File: config.mk
export PLATFORM = sky130hd
export DESIGN_NAME = encoder_serial_acquisition
export DESIGN_NICKNAME = d
export VERILOG_FILES = /design/src/encoder_serial_acquisition.v /design/src/sample_fifo.v
export VERILOG_INCLUDE_DIRS = /design/src
export SDC_FILE = /design/constraint.sdc
export NUM_CORES = 2
export LEC_CHECK = 0
export BUFFER_PORTS_ARGS = -buffer_cell sky130_fd_sc_hd__buf_2
export CORE_UTILIZATION = 67
export CTS_CLUSTER_SIZE = 40
export DETAILED_ROUTE_END_ITERATION = 16
export PLACE_DENSITY = 0.94
export REMOVE_ABC_BUFFERS = 1
export SYNTH_ARGS = -nofsm -noshare
export SYNTH_HDL_FRONTEND = slang
export SYNTH_SLANG_ARGS = --single-unit
File: constraint.sdc
create_clock -name clk_sys -period 17.3 [get_ports clk_sys]
set_clock_uncertainty 0.2 [all_clocks]
set_input_delay 3.46 -clock clk_sys [delete_from_list [all_inputs] [get_ports clk_sys]]
set_output_delay 3.46 -clock clk_sys [all_outputs]
set_load 0.05 [all_outputs]
File: src/enc_acq_map.vh
// Constants for the serial encoder position acquisition block
`ifndef ENC_ACQ_MAP_VH
`define ENC_ACQ_MAP_VH
`define CLK_PERIOD_PS 5000
`define CALC_LONG_NS 1000000
`define CALC_SHORT_NS 15000
`define CALC_LONG_CYC ((`CALC_LONG_NS * 1000) / `CLK_PERIOD_PS)
`define CALC_SHORT_CYC ((`CALC_SHORT_NS * 1000) / `CLK_PERIOD_PS)
`define POS_WIDTH 48
`define ADD_WIDTH 16
`define RING_DEPTH 10
`define MODE_POLLING 2'h0
`define MODE_SOFT_RT 2'h1
`define MODE_STREAM 2'h2
`define MODE_RECORD 2'h3
`define ADD_NONE 2'h0
`define ADD_FIXED 2'h1
`define ADD_VARIABLE 2'h2
`define SEL_RESET 3'h0
`define FIFO_DEPTH 32
`endif

File: src/encoder_serial_acquisition.v
// Serial encoder position acquisition with timeout, additional data and FIFO
`timescale 1ns/1ps
`default_nettype none
`include "enc_acq_map.vh"
module encoder_serial_acquisition #(
    parameter LONG_CYC = `CALC_LONG_CYC,
    parameter SHORT_CYC = `CALC_SHORT_CYC,
    parameter AW = 18
) (
    input wire clk_sys, // 200 MHz system clock
    input wire reset, // Synchronous, active high
    input wire [1:0] opMode, // Operating mode
    input wire [1:0] addMode, // Additional-data option
    input wire calcShort, // 1 selects short calculation time
    input wire calcSetValid, // Pulse: take calcShort
    input wire [4:0] fixedSel1, // Fixed selection for word 1
    input wire [4:0] fixedSel2, // Fixed selection for word 2
    input wire fixedEn1, // Fixed option sends word 1
    input wire fixedEn2, // Fixed option sends word 2
    input wire ringWrEn, // Pulse: write ring entry
    input wire [3:0] ringWrAddr, // Ring entry index 0..9
    input wire ringWrWord, // Entry targets word 2 when high
    input wire [4:0] ringWrSel, // Entry selection code
    input wire trigger, // Pulse: trigger event
    input wire latchCmd, // Pulse: capture serial and incremental
    input wire [31:0] incPos, // Incremental position, same clock
    output reg linkClk, // Link clock out
    output reg linkReq, // Request strobe towards transceiver
    output reg [9:0] linkSupp, // Supplement: word flag, sel code, index
    input wire linkDone, // Transceiver: frame finished (async)
    input wire [`POS_WIDTH-1:0] linkPos, // Received position, stable at done
    input wire [`ADD_WIDTH-1:0] linkAdd1, // Received word 1
    input wire [`ADD_WIDTH-1:0] linkAdd2, // Received word 2
    output reg [`POS_WIDTH+2*`ADD_WIDTH+19:0] smpData, // Sample word
    output reg smpValid, // Sample valid
    input wire smpReady, // Consumer takes sample
    output reg [`POS_WIDTH+31:0] latchData, // Serial and incremental pair
    output reg latchValid, // Pulse: latch response
    output reg calcShortQ, // Current setting readback
    output reg busy, // Request in flight
    output reg overflow // Sticky: trigger lost while a request is in flight
);
    localparam ST_IDLE = 2'h0;
    localparam ST_WAIT = 2'h1;
    localparam ST_PUSH = 2'h2;
    localparam FW = `POS_WIDTH + 2 * `ADD_WIDTH + 20;

    reg [1:0] state_q;
    reg [AW-1:0] timer_q;
    reg [7:0] seq_q;
    reg [3:0] ringIdx_q;
    reg ringWord [0:`RING_DEPTH-1];
    reg [4:0] ringSel [0:`RING_DEPTH-1];
    reg [4:0] sel1_q;
    reg [4:0] sel2_q;
    reg isLatch_q;
    reg timeout_q;
    reg [`POS_WIDTH-1:0] pos_q;
    reg [`ADD_WIDTH-1:0] add1_q;
    reg [`ADD_WIDTH-1:0] add2_q;
    reg [31:0] incLatch_q;
    reg [2:0] clkDiv_q;
    reg doneMeta_q;
    reg doneSync_q;
    reg donePrev_q;
    wire doneRise;
    wire [FW-1:0] fifoIn;
    wire fifoInReady;
    wire [FW-1:0] fifoOut;
    wire fifoOutValid;
    wire streamMode;
    wire [AW-1:0] limit;
    wire startReq;

    // Done crosses from the transceiver through two flops
    always @(posedge clk_sys)
    begin
        if (reset)
        begin
            doneMeta_q <= 1'b0;
            doneSync_q <= 1'b0;
            donePrev_q <= 1'b0;
        end
        else
        begin
            doneMeta_q <= linkDone;
            doneSync_q <= doneMeta_q;
            donePrev_q <= doneSync_q;
        end
    end
    assign doneRise = doneSync_q && !donePrev_q;

    // Extra data only outside polling mode
    assign streamMode = (opMode != `MODE_POLLING);
    assign limit = calcShortQ ? SHORT_CYC[AW-1:0] : LONG_CYC[AW-1:0];
    assign startReq = (state_q == ST_IDLE) && (trigger || latchCmd);

    // Ring table writes
    always @(posedge clk_sys)
    begin
        if (ringWrEn && ringWrAddr < `RING_DEPTH)
        begin
            ringWord[ringWrAddr] <= ringWrWord;
            ringSel[ringWrAddr] <= ringWrSel;
        end
    end

    // Free-running divider for link clock, 12.5 MHz, well above the short-setting floor
    always @(posedge clk_sys)
    begin
        if (reset)
        begin
            clkDiv_q <= 3'h0;
            linkClk <= 1'b1;
        end
        else
        begin
            clkDiv_q <= clkDiv_q + 3'h1;
            if (clkDiv_q == 3'h7)
                linkClk <= !linkClk;
        end
    end

    // Calculation-time setting, long after reset
    always @(posedge clk_sys)
    begin
        if (reset)
            calcShortQ <= 1'b0;
        else if (calcSetValid)
            calcShortQ <= calcShort;
    end

    // Request sequencer with supervision timer
    always @(posedge clk_sys)
    begin
        if (reset)
        begin
            state_q <= ST_IDLE;
            timer_q <= {AW{1'b0}};
            seq_q <= 8'h00;
            ringIdx_q <= 4'h0;
            sel1_q <= `SEL_RESET;
            sel2_q <= `SEL_RESET;
            isLatch_q <= 1'b0;
            timeout_q <= 1'b0;
            pos_q <= {`POS_WIDTH{1'b0}};
            add1_q <= {`ADD_WIDTH{1'b0}};
            add2_q <= {`ADD_WIDTH{1'b0}};
            incLatch_q <= 32'h0;
            linkReq <= 1'b0;
            linkSupp <= 10'h000;
            busy <= 1'b0;
            latchData <= {(`POS_WIDTH+32){1'b0}};
            latchValid <= 1'b0;
            overflow <= 1'b0;
        end
        else
        begin
            linkReq <= 1'b0;
            latchValid <= 1'b0;
            if (trigger && state_q != ST_IDLE)
                overflow <= 1'b1;
            case (state_q)
                ST_IDLE:
                begin
                    if (startReq)
                    begin
                        // One request per trigger; command trigger has priority
                        linkReq <= 1'b1;
                        isLatch_q <= latchCmd;
                        if (latchCmd)
                            incLatch_q <= incPos;
                        timer_q <= {AW{1'b0}};
                        timeout_q <= 1'b0;
                        busy <= 1'b1;
                        state_q <= ST_WAIT;
                        linkSupp <= 10'h000;
                        if (streamMode && addMode == `ADD_VARIABLE && !latchCmd)
                        begin
                            // Only one of the two selections changes per request
                            linkSupp <= {ringWord[ringIdx_q], ringSel[ringIdx_q],
                                ringIdx_q};
                            if (ringWord[ringIdx_q])
                                sel2_q <= ringSel[ringIdx_q];
                            else
                                sel1_q <= ringSel[ringIdx_q];
                            ringIdx_q <= (ringIdx_q == `RING_DEPTH - 1) ? 4'h0
                                : ringIdx_q + 4'h1;
                        end
                    end
                end
                ST_WAIT:
                begin
                    timer_q <= timer_q + 1'b1;
                    if (doneRise)
                    begin
                        pos_q <= linkPos;
                        add1_q <= linkAdd1;
                        add2_q <= linkAdd2;
                        state_q <= ST_PUSH;
                    end
                    else if (timer_q >= limit - 1'b1)
                    begin
                        timeout_q <= 1'b1;
                        state_q <= ST_PUSH;
                    end
                end
                default:
                begin
                    // Latch answer bypasses the FIFO
                    if (isLatch_q)
                    begin
                        latchData <= {pos_q, incLatch_q};
                        latchValid <= 1'b1;
                        busy <= 1'b0;
                        state_q <= ST_IDLE;
                        seq_q <= seq_q + 8'h01;
                    end
                    else if (fifoInReady)
                    begin
                        busy <= 1'b0;
                        state_q <= ST_IDLE;
                        seq_q <= seq_q + 8'h01;
                    end
                end
            endcase
        end
    end

    // Sample word: seq, timeout, word flags, data; absent words forced to zero
    wire sendW1 = streamMode && (addMode == `ADD_VARIABLE ||
        (addMode == `ADD_FIXED && fixedEn1));
    wire sendW2 = streamMode && (addMode == `ADD_VARIABLE ||
        (addMode == `ADD_FIXED && fixedEn2));
    wire [4:0] tag1 = (addMode == `ADD_FIXED) ? fixedSel1 : sel1_q;
    wire [4:0] tag2 = (addMode == `ADD_FIXED) ? fixedSel2 : sel2_q;
    assign fifoIn = {seq_q, timeout_q, sendW1, sendW2, tag1[4:0], tag2[3:0],
        pos_q, sendW1 ? add1_q : {`ADD_WIDTH{1'b0}},
        sendW2 ? add2_q : {`ADD_WIDTH{1'b0}}};

    sample_fifo #(
        .WIDTH(FW),
        .DEPTH(`FIFO_DEPTH),
        .AW(5)
    ) u_fifo (
        .clk_sys(clk_sys),
        .reset(reset),
        .inData(fifoIn),
        .inValid((state_q == ST_PUSH) && !isLatch_q),
        .inReady(fifoInReady),
        .outData(fifoOut),
        .outValid(fifoOutValid),
        .outReady(smpReady && smpValid)
    );

    // Registered output stage tracks the FIFO head
    always @(posedge clk_sys)
    begin
        if (reset)
        begin
            smpData <= {FW{1'b0}};
            smpValid <= 1'b0;
        end
        else
        begin
            smpData <= fifoOut;
            smpValid <= fifoOutValid && !(smpReady && smpValid);
        end
    end
endmodule
`default_nettype wire

File: src/sample_fifo.v
// Synchronous FIFO for finished position samples
`timescale 1ns/1ps
`default_nettype none
module sample_fifo #(
    parameter WIDTH = 8,
    parameter DEPTH = 32,
    parameter AW = 5
) (
    input wire clk_sys, // System clock
    input wire reset, // Synchronous reset
    input wire [WIDTH-1:0] inData, // Write word
    input wire inValid, // Write request
    output wire inReady, // Not full
    output wire [WIDTH-1:0] outData, // Head word
    output wire outValid, // Not empty
    input wire outReady // Reader takes head
);
    reg [WIDTH-1:0] mem [0:DEPTH-1];
    reg [AW-1:0] wrPtr_q;
    reg [AW-1:0] rdPtr_q;
    reg [AW:0] count_q;
    wire doWrite;
    wire doRead;

    // Handshakes on both sides
    assign inReady = (count_q != DEPTH[AW:0]);
    assign outValid = (count_q != {(AW+1){1'b0}});
    assign doWrite = inValid && inReady;
    assign doRead = outValid && outReady;
    assign outData = mem[rdPtr_q];

    // Storage array has no reset, only pointers and count do
    always @(posedge clk_sys)
    begin
        if (doWrite)
            mem[wrPtr_q] <= inData;
    end

    // Pointers wrap at DEPTH, which need not be a power of two
    always @(posedge clk_sys)
    begin
        if (reset)
        begin
            wrPtr_q <= {AW{1'b0}};
            rdPtr_q <= {AW{1'b0}};
            count_q <= {(AW+1){1'b0}};
        end
        else
        begin
            if (doWrite)
                wrPtr_q <= (wrPtr_q == DEPTH[AW-1:0] - 1'b1) ? {AW{1'b0}} : wrPtr_q + 1'b1;
            if (doRead)
                rdPtr_q <= (rdPtr_q == DEPTH[AW-1:0] - 1'b1) ? {AW{1'b0}} : rdPtr_q + 1'b1;
            if (doWrite && !doRead)
                count_q <= count_q + 1'b1;
            else if (doRead && !doWrite)
                count_q <= count_q - 1'b1;
        end
    end
endmodule
`default_nettype wire

==> metrics.txt <==
# TYPE chip_impl_metric gauge
chip_impl_metric{name="vias_per_cell",unit=""} 8.31
chip_impl_metric{name="synthDominantCellAreaShare",unit="%"} 72.4
chip_impl_metric{name="seq_area_frac_synth",unit="%"} 77.9
chip_impl_metric{name="dpl.cell_count",unit=""} 9137
chip_impl_metric{name="shortest_clock_period_the_worst_path_allows_after_layout",unit="ps"} 6580
chip_impl_metric{name="post_cts_hold_buffer_count",unit=""} 0
chip_impl_info{name="cts_tree",value="done"} 1
chip_impl_metric{name="p_leak",unit="uW"} 0.0492
chip_impl_metric{name="first_pass_iters",unit=""} 9
chip_impl_metric{name="ioPinCount",unit=""} 344
chip_impl_metric{name="slew_worst_pin",unit="ps"} 1480
chip_impl_metric{name="globalRouteOverflowTotal",unit=""} 0
chip_impl_metric{name="cts_setup_buffers",unit=""} 0
chip_impl_info{name="timing.hold.worst_endpoint",value="clkDiv_q[0]"} 1
chip_impl_metric{name="height_of_the_chip",unit="um"} 451
chip_impl_metric{name="post_synth_instance_area",unit="sq um"} 135000
chip_impl_metric{name="ctsResizeCount",unit=""} 0
chip_impl_metric{name="place_congestion",unit=""} 0.792
chip_impl_metric{name="stdcell_area",unit="sq um"} 152000
chip_impl_metric{name="grt_max_degree",unit=""} 153
chip_impl_metric{name="synth_compound_area_share",unit="%"} 4.61
chip_impl_metric{name="ir_drop",unit="uV"} 98.3
chip_impl_metric{name="max_cap_viol_count",unit=""} 0
chip_impl_metric{name="routedWlPerCell",unit="um"} 48.3
chip_impl_metric{name="synth_cell_types",unit=""} 60
chip_impl_metric{name="detailroute.via_count",unit=""} 81366
chip_impl_metric{name="initialDrtViolationCount",unit=""} 16916
chip_impl_metric{name="drive_above_1_share",unit="%"} 27.7
chip_impl_metric{name="detailed_place.area",unit="sq um"} 140000
chip_impl_metric{name="worst-r2r-cell-count",unit=""} 8
chip_impl_metric{name="grt_usage",unit="%"} 46.8
chip_impl_metric{name="dieWidth",unit="um"} 451
chip_impl_metric{name="setup_viol",unit=""} 0
chip_impl_metric{name="clk_latency",unit="ps"} 1040
chip_impl_metric{name="xor_xnor_share_of_the_synthesized_area",unit="%"} 0.110
chip_impl_metric{name="min_path_cells",unit=""} 1
chip_impl_info{name="synth_largest_area_cell",value="sky130_fd_sc_hd__edfxtp_1"} 1
chip_impl_metric{name="initial_utilization",unit="%"} 67.6
chip_impl_metric{name="cts.htree.levels",unit=""} 5
chip_impl_info{name="crit-reg2reg-launch",value="u_fifo.rdPtr_q[1]"} 1
chip_impl_metric{name="nNetsFinal",unit=""} 7008
chip_impl_metric{name="critical_path_arrival",unit="ps"} 7180
chip_impl_info{name="r2r-end",value="smpData[21]"} 1
chip_impl_info{name="setup.worst_path.start_class",value="register"} 1
chip_impl_metric{name="antenna_violations_before_repair",unit=""} 34
chip_impl_metric{name="cts.path.max_buffers",unit=""} 4
chip_impl_metric{name="area_delta_synth_final",unit="%"} 12.3
chip_impl_metric{name="port_buffers",unit=""} 342
chip_impl_metric{name="grt_pass1_vias",unit=""} 80479
chip_impl_metric{name="timing_max_transition_violations_final",unit=""} 0
chip_impl_metric{name="grt_pass1_wl",unit="um"} 644000
chip_impl_info{name="hold_class",value="register to register"} 1
chip_impl_metric{name="post_synth.cell_area_avg",unit="sq um"} 21.2
chip_impl_metric{name="clock_sink_count",unit=""} 3638
chip_impl_metric{name="yosys_warnings",unit=""} 0
chip_impl_info{name="worstHoldStart",value="clkDiv_q[0]"} 1
chip_impl_metric{name="async_flop_share",unit="%"} 0
chip_impl_metric{name="flip_flop_and_latch_count_after_synthesis",unit=""} 3638
chip_impl_metric{name="core-area",unit="sq um"} 200000
chip_impl_metric{name="placement_rows",unit=""} 164
chip_impl_info{name="category_of_the_worst_setup_path_capture_point",value="register"} 1
chip_impl_metric{name="worst-endpoint-required",unit="ps"} 17900
chip_impl_info{name="synth_common_cells",value="sky130_fd_sc_hd__edfxtp_1, sky130_fd_sc_hd__mux4_2, sky130_fd_sc_hd__nand2_1"} 1
chip_impl_metric{name="report.final.hold_viol_count",unit=""} 0
chip_impl_metric{name="final.fill_count",unit=""} 9014
chip_impl_metric{name="detail-route-antenna-nets",unit=""} 0
chip_impl_metric{name="achievable-frequency",unit="MHz"} 152
chip_impl_info{name="yosys_most_used_dff",value="sky130_fd_sc_hd__edfxtp_1"} 1
chip_impl_metric{name="yosys.area_share.adder",unit="%"} 0.218
chip_impl_metric{name="final_cell_count_no_fill",unit=""} 9790
chip_impl_metric{name="finish.utilization",unit="%"} 75.9
chip_impl_metric{name="reg2reg_slack",unit="ps"} 10720
chip_impl_info{name="run_status",value="finished, final reports clean"} 1
chip_impl_info{name="synth_top_family_by_area",value="multiplexers"} 1
chip_impl_info{name="netlist_top_cells_area",value="sky130_fd_sc_hd__edfxtp_1, sky130_fd_sc_hd__mux4_2, sky130_fd_sc_hd__dfxtp_1, sky130_fd_sc_hd__a22o_1, sky130_fd_sc_hd__nand2_1"} 1
chip_impl_info{name="class_of_the_most_critical_setup_path",value="register to register"} 1
chip_impl_metric{name="postSynthCellCount",unit=""} 6380
chip_impl_metric{name="floorplan.die_area",unit="sq um"} 204000
chip_impl_info{name="rsz0062_at_grt",value="false"} 1
chip_impl_metric{name="critPathMaxFanout",unit=""} 78
chip_impl_metric{name="power_density",unit="nW/um^2"} 127
chip_impl_metric{name="route.detailed.drc",unit=""} 0
chip_impl_metric{name="slew_headroom",unit="%"} 1.62
chip_impl_metric{name="synth-edff-count",unit=""} 3260
chip_impl_metric{name="cts.clk_slew.worst_paths",unit="ps"} 70
chip_impl_metric{name="cts_buf_count",unit=""} 355
chip_impl_metric{name="synthMuxAreaShare",unit="%"} 13.8
chip_impl_metric{name="route.final.wire_length",unit="um"} 472000
chip_impl_metric{name="simple_gate_share_of_the_synthesized_area",unit="%"} 2.10
chip_impl_info{name="most_frequently_used_cell_type_in_the_post_synthesis_netlist",value="sky130_fd_sc_hd__edfxtp_1"} 1
chip_impl_metric{name="post_dp_hpwl",unit="um"} 214000
chip_impl_info{name="clk_root_buffer_cell",value="sky130_fd_sc_hd__clkbuf_16"} 1
chip_impl_metric{name="timing.final.crit_share",unit="%"} 38.1
## cells by family after synthesis
group,Yosys count
xor+xnor,17
fa+ha+maj,23
simple gates,666
mux,843
compound gates,802
flops,3638
buf+inv,391
## metal layers
metal  wire, um  track usage, %  vias to the layer above
met5        146           0.630                        -
met4      55900            40.5                       20
met3      78900            17.0                     3414
met2     210000            69.7                    11319
met1     128000            54.3                    39056
li1           -               -                    27557
## where the power goes
part	leakage, uW	total, uW	switching (uW)	internal (uW)
Combinational	0.00984	1410	846	566
Clock	0.00577	8160	3600	4560
Sequential	0.0336	9740	144	9600
Total	0.0492	19300	4590	14700
## critical path, stage by stage, from the launching register on
cell                       delay (ps)
sky130_fd_sc_hd__dfxtp_4         1000
sky130_fd_sc_hd__buf_4            870
sky130_fd_sc_hd__buf_4            830
sky130_fd_sc_hd__buf_4           1000
sky130_fd_sc_hd__buf_4           1020
sky130_fd_sc_hd__mux4_2           530
sky130_fd_sc_hd__a22o_1           300
sky130_fd_sc_hd__a221oi_1         210
sky130_fd_sc_hd__o22ai_1          130
## metrics by stage
stage / hold WS (ps) / setup TNS, ps / power, uW / setup slack (ps)
2_1_floorplan: 195 / -1863930 / 11700 / -18040
3_3_place_gp: 208 / 0 / 11100 / 10420
3_5_place_dp: 224 / 0 / 11200 / 10160
4_1_cts: 233 / 0 / 19200 / 10860
5_1_grt: 259 / 0 / 19600 / 10550
6_report: 236 / 0 / 19300 / 10720
## worst max-delay path by stage
stage               slack, ps              start            endpoint  cells after the start
floorplan              -18040  u_fifo.rdPtr_q[0]   u_fifo.rdPtr_q[3]                      6
global placement        10420         addMode[1]  u_fifo.mem[10][30]                      6
detailed placement      10160         addMode[1]  u_fifo.mem[11][17]                      6
CTS                     10860  u_fifo.rdPtr_q[0]         smpData[55]                      8
global route            10550  u_fifo.rdPtr_q[0]         smpData[48]                      7
finish                  10720  u_fifo.rdPtr_q[1]         smpData[21]                      8
## area by class of cell
class | instances | area (sq um) | share of cell area (%)
Clock buffer | 459 | 9790 | 6.44
Antenna cell | 17 | 42.5 | 0.0280
Multi-Input combinational cell | 2351 | 28500 | 18.7
Tap cell | 2656 | 3320 | 2.19
Inverter | 7 | 26.3 | 0.0173
Clock inverter | 177 | 1950 | 1.28
Timing Repair Buffer | 485 | 2900 | 1.91
Sequential cell | 3638 | 105000 | 69.4
## state kept, by name, indices dropped and copies added, names as in the netlist, 6 cells and up, named ones only
| signal | flops |
|---|---|
| u_fifo.mem | 3200 |
| smpData | 100 |
| latchData | 80 |
| ringSel | 50 |
| pos_q | 48 |
| incLatch_q | 32 |
| timer_q | 18 |
| add1_q | 16 |
| add2_q | 16 |
| linkSupp | 10 |
| ringWord | 10 |
| seq_q | 8 |
| u_fifo.count_q | 6 |
## layout by cell type (no fill, tap or decap), drive strengths merged, types with 4 or more instances in the layout
cell type | synthesis | final
o22ai | 107 | 107
nand2b | 9 | 9
nor2b | 14 | 14
a31oi | 9 | 9
a221oi | 200 | 200
edfxtp | 3260 | 3260
mux2 | 9 | 9
o21ai | 17 | 17
a22o | 202 | 202
a311oi | 7 | 7
bufinv | 0 | 37
nand4 | 9 | 9
clkinvlp | 0 | 15
ha | 22 | 22
and2 | 38 | 38
nand3 | 10 | 10
nand2 | 420 | 420
or3 | 6 | 6
nand3b | 6 | 6
a22oi | 10 | 10
a21oi | 225 | 225
clkbuf | 231 | 459
xor2 | 9 | 9
nor2 | 112 | 112
clkinv | 1 | 117
diode | 0 | 17
buf | 153 | 485
or2 | 7 | 7
dfxtp | 378 | 378
or4 | 4 | 4
inv | 6 | 15
mux2i | 22 | 22
mux4 | 812 | 812
nor4 | 7 | 7
and3 | 5 | 5
a211oi | 5 | 5
nor3 | 12 | 12
xnor2 | 8 | 8
Note: power is estimated with default switching activity, not from simulation.
